**src/hdl/ifr_pkg.sv**
```systemverilog
// Shared constants, types and state encoding for the flow readout target.
package ifr_pkg;

  localparam logic [6:0] TGT_ADDR = 7'h50;
  localparam logic RD_DIR = 1'b1;
  localparam int CLK_HZ = 10_000_000;
  localparam int FAST_BIT_HZ = 400_000;
  localparam int FAST_HALF_CYC = CLK_HZ / (2 * FAST_BIT_HZ);
  localparam int COUNT_W = 12;
  localparam int FIFO_DEPTH = 8;
  localparam logic [3:0] BITS_PER_BYTE = 4'h8;
  localparam logic [3:0] BIT_CNT_RST = 4'h0;
  localparam logic [2:0] IDX_CSUM = 3'h0;
  localparam logic [2:0] IDX_HI = 3'h1;
  localparam logic [2:0] IDX_LO = 3'h2;
  localparam logic [2:0] IDX_MAX = 3'h7;
  localparam logic [7:0] SHIFT_RST = 8'h00;
  localparam logic [11:0] COUNT_RST = 12'h000;
  localparam logic [7:0] PAD_BYTE = 8'h00;

  typedef struct packed {
    logic [7:0] csum;
    logic [7:0] hi;
    logic [7:0] lo;
  } ifr_frame_t;

  typedef enum logic [2:0] {
    ST_IDLE,
    ST_ADDR,
    ST_AACK,
    ST_TX,
    ST_MACK,
    ST_SKIP
  } ifr_state_t;

endpackage

```
**src/hdl/ifr_target.sv**
```systemverilog
// Two-wire read-only target returning checksum and flow count bytes.
`timescale 1ns/1ps
// Function
// - Acknowledge only address 0x50; ignore every other target address.
// - Work at both 100 kHz and 400 kHz bus bit rates.
// - Data falling while clock high is a start condition.
// - Data rising while clock high is a stop condition.
// - Each byte is eight data bits plus one response bit.
// - Drive data low during the response bit to acknowledge, then release.
// - Sample on rising clock; keep data stable while clock is high.
// - After an acknowledge, continue with another byte or stop.
// - Measure continuously so any read returns a fresh result.
// - Send every byte most significant bit first.
// - Return checksum first, then the two flow data bytes.
// - Flow is 12-bit unsigned; high byte upper four bits are zero.
// - Checksum is the negated modulo-256 sum of data bytes only.
// - Five-byte read: checksum plus four data bytes, all covered.
module ifr_target (
  input wire logic ref_clk_i,
  input wire logic rst_i,
  input wire logic scl_i,
  input wire logic sda_i,
  output logic sda_o,
  output logic sda_oe_o,
  input wire logic meas_valid_i,
  input wire logic [11:0] meas_count_i,
  output logic meas_ready_o,
  output logic busy_o
);
  ifr_pkg::ifr_state_t state_reg, state_next;
  logic [1:0] scl_sync_reg, sda_sync_reg;
  logic scl_d_reg, sda_d_reg;
  logic scl_s, sda_s;
  logic scl_rise, scl_fall, start_evt, stop_evt;
  logic [7:0] shift_reg, shift_next;
  logic [3:0] cnt_reg, cnt_next;
  logic [2:0] idx_reg, idx_next;
  logic acked_reg, acked_next;
  logic oe_reg, oe_next;
  logic busy_reg, busy_next;
  logic [11:0] latest_reg, latest_next;
  ifr_pkg::ifr_frame_t frame_reg, frame_next;
  logic fifo_valid, fifo_pop;
  logic [11:0] fifo_data;
  logic [7:0] load_byte;

  function automatic ifr_pkg::ifr_frame_t make_frame(input logic [11:0] c);
    ifr_pkg::ifr_frame_t f;
    f.hi = {4'h0, c[11:8]};
    f.lo = c[7:0];
    // The two trailing pad bytes are zero, so one checksum covers both
    // the three-byte and the five-byte read.
    f.csum = 8'(8'h00 - 8'(f.hi + f.lo));
    return f;
  endfunction

  function automatic logic [7:0] pick_byte(input logic [2:0] i,
                                           input ifr_pkg::ifr_frame_t f);
    logic [7:0] b;
    b = ifr_pkg::PAD_BYTE;
    if (i == ifr_pkg::IDX_CSUM) begin
      b = f.csum;
    end else if (i == ifr_pkg::IDX_HI) begin
      b = f.hi;
    end else if (i == ifr_pkg::IDX_LO) begin
      b = f.lo;
    end
    return b;
  endfunction

  // Measurements queue here; the queue stalls while a read is in flight.
  ifr_fifo #(
    .WIDTH(ifr_pkg::COUNT_W),
    .DEPTH(ifr_pkg::FIFO_DEPTH)
  ) u_fifo (
    .clk_i(ref_clk_i),
    .rst_i(rst_i),
    .in_valid_i(meas_valid_i),
    .in_data_i(meas_count_i),
    .in_ready_o(meas_ready_o),
    .out_valid_o(fifo_valid),
    .out_data_o(fifo_data),
    .out_ready_i(fifo_pop)
  );

  // Twelve samples per half bit at the fast rate leave ample sampling margin.
  assign scl_s = scl_sync_reg[1];
  assign sda_s = sda_sync_reg[1];
  assign scl_rise = scl_s && !scl_d_reg;
  assign scl_fall = !scl_s && scl_d_reg;
  assign start_evt = scl_s && scl_d_reg && sda_d_reg && !sda_s;
  assign stop_evt = scl_s && scl_d_reg && !sda_d_reg && sda_s;
  assign load_byte = pick_byte(idx_reg, frame_reg);
  assign fifo_pop = fifo_valid &&
                    (state_reg == ifr_pkg::ST_IDLE ||
                     state_reg == ifr_pkg::ST_SKIP);
  assign sda_oe_o = oe_reg;
  assign busy_o = busy_reg;

  always_comb begin
    state_next = state_reg;
    shift_next = shift_reg;
    cnt_next = cnt_reg;
    idx_next = idx_reg;
    acked_next = acked_reg;
    oe_next = oe_reg;
    frame_next = frame_reg;
    latest_next = fifo_pop ? fifo_data : latest_reg;
    unique case (state_reg)
      ifr_pkg::ST_IDLE, ifr_pkg::ST_SKIP: begin
      end
      ifr_pkg::ST_ADDR: begin
        if (scl_rise) begin
          shift_next = {shift_reg[6:0], sda_s};
          cnt_next = 4'(cnt_reg + 1'b1);
        end else if (scl_fall && cnt_reg == ifr_pkg::BITS_PER_BYTE) begin
          if (shift_reg == {ifr_pkg::TGT_ADDR, ifr_pkg::RD_DIR}) begin
            state_next = ifr_pkg::ST_AACK;
            oe_next = 1'b1;
            frame_next = make_frame(latest_reg);
            idx_next = ifr_pkg::IDX_CSUM;
          end else begin
            state_next = ifr_pkg::ST_SKIP;
          end
        end
      end
      ifr_pkg::ST_AACK, ifr_pkg::ST_MACK: begin
        if (scl_rise && state_reg == ifr_pkg::ST_MACK) begin
          acked_next = !sda_s;
        end else if (scl_fall) begin
          if (state_reg == ifr_pkg::ST_AACK || acked_reg) begin
            state_next = ifr_pkg::ST_TX;
            shift_next = load_byte;
            oe_next = !load_byte[7];
            cnt_next = ifr_pkg::BIT_CNT_RST;
            if (idx_reg != ifr_pkg::IDX_MAX) begin
              idx_next = 3'(idx_reg + 1'b1);
            end
          end else begin
            state_next = ifr_pkg::ST_SKIP;
            oe_next = 1'b0;
          end
        end
      end
      ifr_pkg::ST_TX: begin
        if (scl_rise) begin
          cnt_next = 4'(cnt_reg + 1'b1);
        end else if (scl_fall) begin
          if (cnt_reg == ifr_pkg::BITS_PER_BYTE) begin
            state_next = ifr_pkg::ST_MACK;
            oe_next = 1'b0;
            acked_next = 1'b0;
          end else begin
            shift_next = {shift_reg[6:0], 1'b0};
            oe_next = !shift_reg[6];
          end
        end
      end
      default: begin
        state_next = ifr_pkg::ST_IDLE;
        oe_next = 1'b0;
      end
    endcase
    // Bus conditions override whatever byte was in progress.
    if (stop_evt) begin
      state_next = ifr_pkg::ST_IDLE;
      oe_next = 1'b0;
    end else if (start_evt) begin
      state_next = ifr_pkg::ST_ADDR;
      cnt_next = ifr_pkg::BIT_CNT_RST;
      oe_next = 1'b0;
    end
    busy_next = (state_next != ifr_pkg::ST_IDLE);
  end

  always_ff @(posedge ref_clk_i) begin
    if (rst_i) begin
      scl_sync_reg <= 2'h3;
      sda_sync_reg <= 2'h3;
      scl_d_reg <= 1'b1;
      sda_d_reg <= 1'b1;
      state_reg <= ifr_pkg::ST_IDLE;
      shift_reg <= ifr_pkg::SHIFT_RST;
      cnt_reg <= ifr_pkg::BIT_CNT_RST;
      idx_reg <= ifr_pkg::IDX_CSUM;
      acked_reg <= 1'b0;
      oe_reg <= 1'b0;
      busy_reg <= 1'b0;
      sda_o <= 1'b0;
      latest_reg <= ifr_pkg::COUNT_RST;
      frame_reg <= make_frame(ifr_pkg::COUNT_RST);
    end else begin
      scl_sync_reg <= {scl_sync_reg[0], scl_i};
      sda_sync_reg <= {sda_sync_reg[0], sda_i};
      scl_d_reg <= scl_s;
      sda_d_reg <= sda_s;
      state_reg <= state_next;
      shift_reg <= shift_next;
      cnt_reg <= cnt_next;
      idx_reg <= idx_next;
      acked_reg <= acked_next;
      oe_reg <= oe_next;
      busy_reg <= busy_next;
      sda_o <= 1'b0;
      latest_reg <= latest_next;
      frame_reg <= frame_next;
    end
  end
endmodule

```
**src/hdl/ifr_fifo.sv**
```systemverilog
// Small synchronous FIFO with valid and ready on both sides.
`timescale 1ns/1ps
module ifr_fifo #(
  parameter int WIDTH = 12,
  parameter int DEPTH = 8
) (
  input wire logic clk_i,
  input wire logic rst_i,
  input wire logic in_valid_i,
  input wire logic [WIDTH-1:0] in_data_i,
  output logic in_ready_o,
  output logic out_valid_o,
  output logic [WIDTH-1:0] out_data_o,
  input wire logic out_ready_i
);
  localparam int AW = $clog2(DEPTH);
  logic [WIDTH-1:0] mem [DEPTH];
  logic [AW-1:0] wr_reg, wr_next, rd_reg, rd_next;
  logic [AW:0] cnt_reg, cnt_next;
  logic ready_reg, ready_next;
  logic push, pop;

  assign push = in_valid_i && ready_reg;
  assign pop = out_valid_o && out_ready_i;
  assign in_ready_o = ready_reg;
  assign out_valid_o = (cnt_reg != '0);
  assign out_data_o = mem[rd_reg];

  always_comb begin
    wr_next = push ? AW'(wr_reg + 1'b1) : wr_reg;
    rd_next = pop ? AW'(rd_reg + 1'b1) : rd_reg;
    cnt_next = cnt_reg;
    if (push && !pop) begin
      cnt_next = (AW+1)'(cnt_reg + 1'b1);
    end else if (pop && !push) begin
      cnt_next = (AW+1)'(cnt_reg - 1'b1);
    end
    // Registered ready keeps the source-side path free of the pop logic.
    ready_next = (cnt_next != (AW+1)'(DEPTH));
  end

  always_ff @(posedge clk_i) begin
    if (rst_i) begin
      wr_reg <= '0;
      rd_reg <= '0;
      cnt_reg <= '0;
      ready_reg <= 1'b0;
    end else begin
      wr_reg <= wr_next;
      rd_reg <= rd_next;
      cnt_reg <= cnt_next;
      ready_reg <= ready_next;
    end
  end

  always_ff @(posedge clk_i) begin
    if (push) begin
      mem[wr_reg] <= in_data_i;
    end
  end
endmodule

```
**config.mk**
```make
export PLATFORM = sky130hd
export DESIGN_NAME = ifr_target
export DESIGN_NICKNAME = d
export VERILOG_FILES = /design/src/hdl/ifr_pkg.sv /design/src/hdl/ifr_target.sv /design/src/hdl/ifr_fifo.sv
export SDC_FILE = /design/constraint.sdc
export NUM_CORES = 1
export LEC_CHECK = 0
export ABC_AREA = 1
export BUFFER_PORTS_ARGS = -buffer_cell sky130_fd_sc_hd__buf_2
export CORE_UTILIZATION = 54
export DETAILED_ROUTE_END_ITERATION = 7
export HOLD_SLACK_MARGIN = 0.08
export PLACE_DENSITY_LB_ADDON = 0.2
export SLEW_MARGIN = 0
export SYNTH_ARGS = -nofsm -noshare
export SYNTH_HDL_FRONTEND = slang
export SYNTH_SLANG_ARGS = --single-unit
```
**constraint.sdc**
```tcl
create_clock -name ref_clk_i -period 2.1 [get_ports ref_clk_i]
set_input_delay 0.105 -clock ref_clk_i [delete_from_list [all_inputs] [get_ports ref_clk_i]]
set_output_delay 0.105 -clock ref_clk_i [all_outputs]
set_load 0.02 [all_outputs]
```
==> results.json, run 1 <==
{
  "outcome": "finished, final reports clean",
  "yosys_most_used_dff": "edfxtp_1",
  "seq_power_share": 0.375,
  "vias_per_cell": 5.43,
  "fin_crit_sh": 0.931,
  "synth.most_common_cell": "nor2_1",
  "reg2regPathDepth": 11,
  "antenna_left": 0,
  "grtUsageMet1": 0.290,
  "hold_end": "u_fifo.wr_reg[1]",
  "insertion_delay_ps": 430,
  "cts-root-buf": "clkbuf_16",
  "r2r-end": "frame_reg[23]",
  "synth_area_leaders": "edfxtp_1, dfxtp_1, nor2_1",
  "synth_nets": 843,
  "switching_share": 0.345,
  "rsz0062_at_grt": "no",
  "pre_cts_slack_ps": 156,
  "crit_type": "reg2reg",
  "ios": 21,
  "synth_top_area_share": 0.388,
  "start_util": 0.556,
  "h-tree-depth": 4,
  "drive_above_1_share": 0.114,
  "hold_start": "meas_valid_i",
  "r2r_slack_ps": 150,
  "maxSlewViolCount": 0,
  "numCtsBuffers": 17,
  "grt-ovfl-total": 0,
  "core_um2": 13300,
  "hold_path_depth": 3,
  "vdd_drop_max_mv": 0.724,
  "grt_pass1_vias": 5476,
  "synth_top_cell_by_area": "edfxtp_1",
  "die_w_um": 119,
  "synth_edf_count": 96,
  "rr_startpoint": "latest_reg[1]",
  "combPwrFrac": 0.330,
  "finalHoldViolCount": 0,
  "routed_wl_um": 15700,
  "cap_violations": 0,
  "fillers": 1093,
  "place_congestion": 0.880,
  "wl_per_cell_um": 15.3,
  "cts_sinks": 166,
  "fin_ws_ps": 146,
  "num_vias": 5590,
  "clk_path_buf_depth": 2,
  "hpwl_um": 10000,
  "drc": 0,
  "hold_ws_ps": 109,
  "nets": 881,
  "port_buffers": 19,
  "synth_common_cells": "nor2_1, nand2_1, edfxtp_1, o21ai_0, dfxtp_1",
  "ys_seq_area_frac": 0.577,
  "slew_headroom": 0.630,
  "antenna_found_initial": 0,
  "largest_reg_flops": 96,
  "grt_max_degree": 51,
  "path_clk_slew_ps": 60,
  "syn_avg_cell_area_um2": 9.25,
  "area_growth_pct": 14.1,
  "critPathLaunchType": "flip-flop",
  "clock_power_share": 0.296,
  "drtIter0Drc": 435,
  "synth_seq_cells": 166,
  "p_leak_nw": 3.37,
  "top_usage_layer": "met2",
  "fin_worst_skew_ps": 13.8,
  "fmax_mhz": 512,
  "internal_power_mw": 6.86,
  "required_ps": 2410,
  "dr.pass1.iters": 6,
  "use_met3": 0.0498,
  "grt_util_met2": 0.403,
  "worst_pin_slew_ps": 554,
  "die_h_um": 119,
  "grt.total_usage": 0.238,
  "finalCriticalPeriod_ps": 1950,
  "synthDistinctLibCells": 37,
  "worstSetupEndpointType": "flip-flop",
  "grt_pass1_wl_um": 26100,
  "synthesis.area_um2": 7420,
  "hold_class": "in2reg",
  "area.sequential_um2": 4290,
  "n_antenna_cell": 0,
  "setup_viol": 0,
  "power_density_nw_per_um2": 1240,
  "multi_input_area_um2": 2690,
  "post-cts-setup-buffers": 0,
  "p_sw_mw": 3.61,
  "cp_max_fo": 3,
  "finalSetupTns_ps": 0,
  "yosysWarnings": 0,
  "cts_tree": "done",
  "rows": 42,
  "synth_cells": 803,
  "fp.dieArea_um2": 14200,
  "synthArstFlopShare": 0,
  "crit_arrival_ps": 2260
}
## per-layer routing
| metal | vias up | share of wire |
|---|---|---|
| li1 | 2802 | - |
| met1 | 2601 | 0.42 |
| met2 | 159 | 0.51 |
| met3 | 28 | 0.050 |
| met4 | 0 | 0.020 |
| met5 | - | 0 |
## stage by stage
stage | power, mW | utilization | instance area, um^2 | instances
floorplan | 6.49 | - | 7420 | 803
global placement | 7.26 | 0.580 | 7740 | 984
detailed placement | 7.34 | 0.580 | 7740 | 984
CTS | 10.5 | 0.635 | 8470 | 1029
global route | 11.2 | 0.635 | 8470 | 1029
finish | 10.5 | 0.635 | 8470 | 1029
## layout make-up
class | instances | share of cell area
tap | 176 | 0.0260
multi-input combinational | 528 | 0.317
timing repair buffer | 53 | 0.0484
inverter | 75 | 0.0332
clock inverter | 11 | 0.0179
clock buffer | 20 | 0.0515
sequential | 166 | 0.506
## placed cells by master, fill, tap and decap left out, drive strengths merged, types with 8 or more instances in the layout
master       instances
nand4                8
clkbuf              20
o21ai               87
o211ai              31
nand3               49
dlygate4sd3         14
buf                 39
inv                 77
nand2              121
edfxtp              96
dfxtp               70
ha                  22
nor2               142
a21oi               42
## timing repair
action	in CTS	in global routing
endpoints found under the setup margin	0	1
hold buffers	14	0
resized for setup	0	2
endpoints found under the hold margin	98	0
## worst max path at each step
stage,from,to,slack (ps),depth (start not counted)
2_1_floorplan,u_fifo.in_ready_o,u_fifo.mem[0][0],270,4
3_3_place_gp,latest_reg[1],frame_reg[23],210,11
3_5_place_dp,latest_reg[1],frame_reg[23],160,11
4_1_cts,latest_reg[1],frame_reg[23],140,11
5_1_grt,latest_reg[1],frame_reg[23],9,11
6_report,latest_reg[1],frame_reg[23],150,11
## power groups by stage
stage	combinational, mW	sequential, mW	clock [mW]
6_report	3.45	3.92	3.09
5_1_grt	3.91	3.96	3.29
4_1_cts	3.44	3.92	3.15
3_5_place_dp	3.36	3.99	0
3_3_place_gp	3.29	3.97	0
2_1_floorplan	2.53	3.96	0
## critical path, cell delays in order (launching register included)
cell,delay (ps)
dfxtp_1,330
ha_1,290
inv_1,70
ha_2,190
inv_1,50
fa_1,390
inv_1,90
nand4_1,90
nand3_1,100
nor2_1,50
nor2_1,110
a21oi_1,70
## kinds of logic after synthesis
kind of cell	count (synthesis)	synth area share
buffers and inverters	109	0.0613
other	1	0.000505
xor gates and xnor gates	4	0.00472
DFF	166	0.577
adders and majority gates	23	0.0398
AOI/OAI and AO/OA	172	0.131
and+or+nand+nor	328	0.185
Power figures use the tool's default switching activity.
==> run 2, diff against run 1 <==
==> constraint.sdc (replaced) <==
create_clock -name ref_clk_i -period 2.1 [get_ports ref_clk_i]
set_input_delay 0 -clock ref_clk_i [delete_from_list [all_inputs] [get_ports ref_clk_i]]
set_output_delay 0 -clock ref_clk_i [all_outputs]
set_load 0.02 [all_outputs]
==> run 2 against run 1 <==
Effect of this change: via count increased by 0.84%; clock skew decreased by 7.1 ps; sequential power about the same; die area unchanged; sequential share of layout area decreased by 0.16 points; cell count increased by 0.39%; register-to-register slack about the same; clock-buffer cell count decreased by 1; routed wire length decreased by 0.55%; first-iteration DRC count decreased by 21%; largest power group unchanged; global-route usage decreased by 0.18 points.
==> results.json, run 2 (synthesized netlist as in run 1, its figures left out) <==
{
  "outcome": "finished, final reports clean",
  "area_growth_pct": 14.5,
  "grt_pass1_wl_um": 26000,
  "worstSetupEndpointType": "flip-flop",
  "start_util": 0.556,
  "internal_power_mw": 6.72,
  "final_cell_mix": "nor2_1, nand2_1, edfxtp_1",
  "r2r-end": "frame_reg[23]",
  "numCtsBuffers": 17,
  "r2r_slack_ps": 150,
  "antenna_left": 0,
  "vdd_drop_max_mv": 0.693,
  "grt_max_degree": 51,
  "place_congestion": 0.909,
  "p_sw_mw": 3.62,
  "port_buffers": 19,
  "final_cells": 1033,
  "hpwl_um": 10200,
  "fin_crit_sh": 0.928,
  "drtIter0Drc": 342,
  "grt_pass1_vias": 5566,
  "path_clk_slew_ps": 60,
  "dp.cells": 986,
  "die_w_um": 119,
  "crit_type": "reg2reg",
  "rows": 42,
  "finalSetupTns_ps": 0,
  "largest_reg_flops": 96,
  "grt-ovfl-total": 0,
  "grt.total_usage": 0.236,
  "placed_cell_area_um2": 7770,
  "power_density_nw_per_um2": 1220,
  "hold_class": "in2reg",
  "fmax_mhz": 513,
  "p_leak_nw": 3.38,
  "maxSlewViolCount": 0,
  "antenna_found_initial": 0,
  "seq_power_share": 0.379,
  "fin_worst_skew_ps": 6.77,
  "drc": 0,
  "setup_viol": 0,
  "finalHoldViolCount": 0,
  "clk_path_buf_depth": 2,
  "nets": 885,
  "routed_wl_um": 15600,
  "h-tree-depth": 4,
  "cp_max_fo": 3,
  "ios": 21,
  "clock_power_share": 0.287,
  "hold_path_depth": 3,
  "cap_violations": 0,
  "cp-startpoint": "latest_reg[1]",
  "core_um2": 13300,
  "num_vias": 5637,
  "fin_area_um2": 8500,
  "worst_pin_slew_ps": 627,
  "dr.pass1.iters": 4,
  "combPwrFrac": 0.334,
  "n_antenna_cell": 0,
  "hold_start": "sda_i",
  "utilization": 0.637,
  "wl_per_cell_um": 15.1,
  "crit_arrival_ps": 2260,
  "die_h_um": 119,
  "cts_tree": "done",
  "pre_cts_slack_ps": 150,
  "hold_ws_ps": 293,
  "rsz0062_at_grt": "no",
  "cts_sinks": 166,
  "required_ps": 2410,
  "insertion_delay_ps": 420,
  "finalCriticalPeriod_ps": 1950,
  "drive_above_1_share": 0.113,
  "layout_commonest_cell": "nor2_1",
  "p_total_mw": 10.3,
  "reg2regPathDepth": 11,
  "vias_per_cell": 5.46,
  "cts-root-buf": "clkbuf_16",
  "rr_startpoint": "latest_reg[1]",
  "switching_share": 0.350,
  "fp.dieArea_um2": 14200,
  "fin_ws_ps": 152,
  "slew_headroom": 0.581,
  "hold_end": "sda_sync_reg[0]",
  "critPathLaunchType": "flip-flop"
}
## run 2: critical path: stages (launching register included)
cell,delay [ps]
dfxtp_1,330
ha_1,290
inv_1,60
ha_1,210
inv_1,70
fa_1,400
inv_1,90
nand4_1,90
nand3_1,100
nor2_1,50
nor2_1,100
a21oi_1,60
## run 2: layout make-up
cell class	count	area (um^2)
clock buffers	19	433
clock inverters	12	131
fillers	1084	4850
inverters	75	282
multi-input cells	528	2690
flip-flops and latches	166	4280
well taps	176	220
repair buffers	57	458
## run 2: how the worst max path moves through the flow
stage / to / slack, ps / depth (start not counted)
final: frame_reg[23] / 150 / 11
after global routing: frame_reg[23] / 20 / 11
after global placement: frame_reg[23] / 230 / 11
after detailed placement: frame_reg[23] / 150 / 11
after floorplan: u_fifo.mem[0][0] / 270 / 4
after CTS: frame_reg[23] / 140 / 11
## run 2: repair_timing
action | in CTS | in global routing
hold buffers | 16 | 0
endpoints found under the hold margin | 126 | 0
setup buffers | 0 | 0
setup endpoints to repair | 0 | 2
gates resized for setup | 0 | 1
## run 2: per-layer routing
| layer | wire [um] | global-route usage | share of wire |
|---|---|---|---|
| met1 | 6750 | 0.281 | 0.43 |
| met2 | 7940 | 0.416 | 0.51 |
| met3 | 570 | 0.0407 | 0.036 |
| met4 | 359 | 0.105 | 0.023 |
| met5 | 0 | 0 | 0 |
## run 2: power by group through the flow
stage | Combinational (mW) | Clock [mW] | Sequential [mW]
6_report | 3.45 | 2.97 | 3.91
5_1_grt | 3.92 | 3.15 | 3.95
4_1_cts | 3.47 | 3.01 | 3.91
3_5_place_dp | 3.42 | 0 | 3.98
3_3_place_gp | 3.28 | 0 | 3.97
2_1_floorplan | 2.53 | 0 | 3.96
==> run 3, diff against run 2 <==
--- a/config.mk
+++ b/config.mk
@@ -9,8 +9,9 @@
 export BUFFER_PORTS_ARGS = -buffer_cell sky130_fd_sc_hd__buf_2
 export CORE_UTILIZATION = 54
 export DETAILED_ROUTE_END_ITERATION = 7
+export GPL_ROUTABILITY_DRIVEN = 0
 export HOLD_SLACK_MARGIN = 0.08
-export PLACE_DENSITY_LB_ADDON = 0.2
+export PLACE_DENSITY = 0.71
 export SLEW_MARGIN = 0
 export SYNTH_ARGS = -nofsm -noshare
 export SYNTH_HDL_FRONTEND = slang
==> run 3 against run 2 <==
Effect of this change: critical path depth did not move; global-route usage rose by 0.13 points; maximum frequency fell by 1.3%; critical endpoint unchanged; utilization rose by 0.47 points.
==> results.json, run 3 (synthesized netlist as in run 1, its figures left out) <==
{
  "die_h_um": 119,
  "critPathSlowestCell": "fa_1",
  "vias_per_cell": 5.48,
  "fmax_mhz": 507,
  "path_clk_slew_ps": 70,
  "maxSlewViolCount": 0,
  "p_leak_nw": 3.42,
  "rows": 42,
  "hpwl_um": 10100,
  "numCtsBuffers": 17,
  "final_cells": 1034,
  "worstSetupEndpointType": "flip-flop",
  "crit_cells": 11,
  "drc": 0,
  "final_cell_mix": "nor2_1, nand2_1, edfxtp_1",
  "drtIter0Drc": 518,
  "finalSetupTns_ps": 0,
  "cp_max_fo": 3,
  "largest_reg_flops": 96,
  "antenna_left": 0,
  "h-tree-depth": 4,
  "fp.dieArea_um2": 14200,
  "cts_tree": "done",
  "routed_wl_um": 15800,
  "critPathTopFamily": "adder cells",
  "die_w_um": 119,
  "crit_arrival_ps": 2290,
  "layout_commonest_cell": "nor2_1",
  "fin_area_um2": 8560,
  "dp.cells": 985,
  "critPathLaunchType": "flip-flop",
  "crit_type": "reg2reg",
  "critical_path_buf_inv_count": 3,
  "fin_ws_ps": 126,
  "cts_sinks": 166,
  "num_vias": 5665,
  "grt-ovfl-total": 0,
  "pre_cts_slack_ps": 160,
  "crit_path_frequent_cell": "inv_1",
  "n_antenna_cell": 0,
  "hold_ws_ps": 302,
  "clk_path_buf_depth": 2,
  "required_ps": 2420,
  "grt_max_degree": 42,
  "hold_class": "in2reg",
  "finalHoldViolCount": 0,
  "reg2regPathDepth": 11,
  "vdd_drop_max_mv": 0.877,
  "cap_violations": 0,
  "nets": 885,
  "p_total_mw": 10.7,
  "dr.pass1.iters": 5,
  "hold_path_depth": 3,
  "fillers": 1040,
  "outcome": "finished, final reports clean",
  "wl_per_cell_um": 15.3,
  "power_density_nw_per_um2": 1250,
  "ios": 21,
  "insertion_delay_ps": 430,
  "utilization": 0.641,
  "finalCriticalPeriod_ps": 1970,
  "antenna_found_initial": 0,
  "fin_worst_skew_ps": 10.4,
  "area_growth_pct": 15.3,
  "start_util": 0.556,
  "fin_crit_sh": 0.940,
  "grt_pass1_wl_um": 26000,
  "cp_cell_sequence": "ha_1 > inv_1 > ha_1 > inv_1 > fa_1 > inv_1 > nand4_1 > nand3_1 > nor2_1 > nor2_1 > a21oi_1",
  "grt.total_usage": 0.237,
  "rsz0062_at_grt": "no",
  "cpPeakStageDelay_ps": 400,
  "core_um2": 13300,
  "drive_above_1_share": 0.117,
  "grt_pass1_vias": 5554,
  "port_buffers": 19,
  "setup_viol": 0,
  "cts-root-buf": "clkbuf_16",
  "placed_cell_area_um2": 7750
}
-- run 3: cell count changes in the layout (fill, tap and decap cells not counted), sizes merged --
cell and delta:
inv +6, clkbuf -2, clkinv -2, clkinvlp -2, buf -1, bufinv +1, dlygate4sd3 +1
-- run 3: worst min-delay path, cell delays in order --
cell           delay, ps
dlygate4sd3_1        520
buf_2                 90
or2_2                 80
-- run 3: final timing paths --
check | startpoint | slack, ps | to
max | latest_reg[1] | 130 | frame_reg[23]
min | sda_i | 300 | sda_sync_reg[0]
max reg2reg | latest_reg[1] | 130 | frame_reg[23]
min reg2reg | sda_sync_reg[0] | 410 | sda_sync_reg[1]
-- run 3: final cells by class --
cell class              instances  area, um^2  area share
repair buffers                 57         448      0.0523
clock buffers                  17         425      0.0497
multi-input cells             528        2690       0.314
well taps                     176         220      0.0257
clock inverters                15         211      0.0247
inverters                      75         282      0.0329
flip-flops and latches        166        4280       0.500
-- run 3: timing repair --
item,4_1_cts,5_1_grt
hold endpoints to repair,117,0
endpoints found under the setup margin,0,13
resized for setup,0,1
hold buffers,17,0
setup buffers,0,0
-- run 3: power by group --
part	internal, mW	switching, mW	total [mW]
sequential	3.74	0.206	3.95
combinational	1.23	2.19	3.41
clock	1.93	1.38	3.31
-- run 3: routing by layer --
layer	vias to the layer above	GRT usage	part of all wire	wire (um)
met4	0	0.102	0.025	399
met3	38	0.0546	0.052	825
met2	176	0.408	0.51	8030
met5	-	0	0	0
met1	2637	0.284	0.42	6570
li1	2814	-	-	-
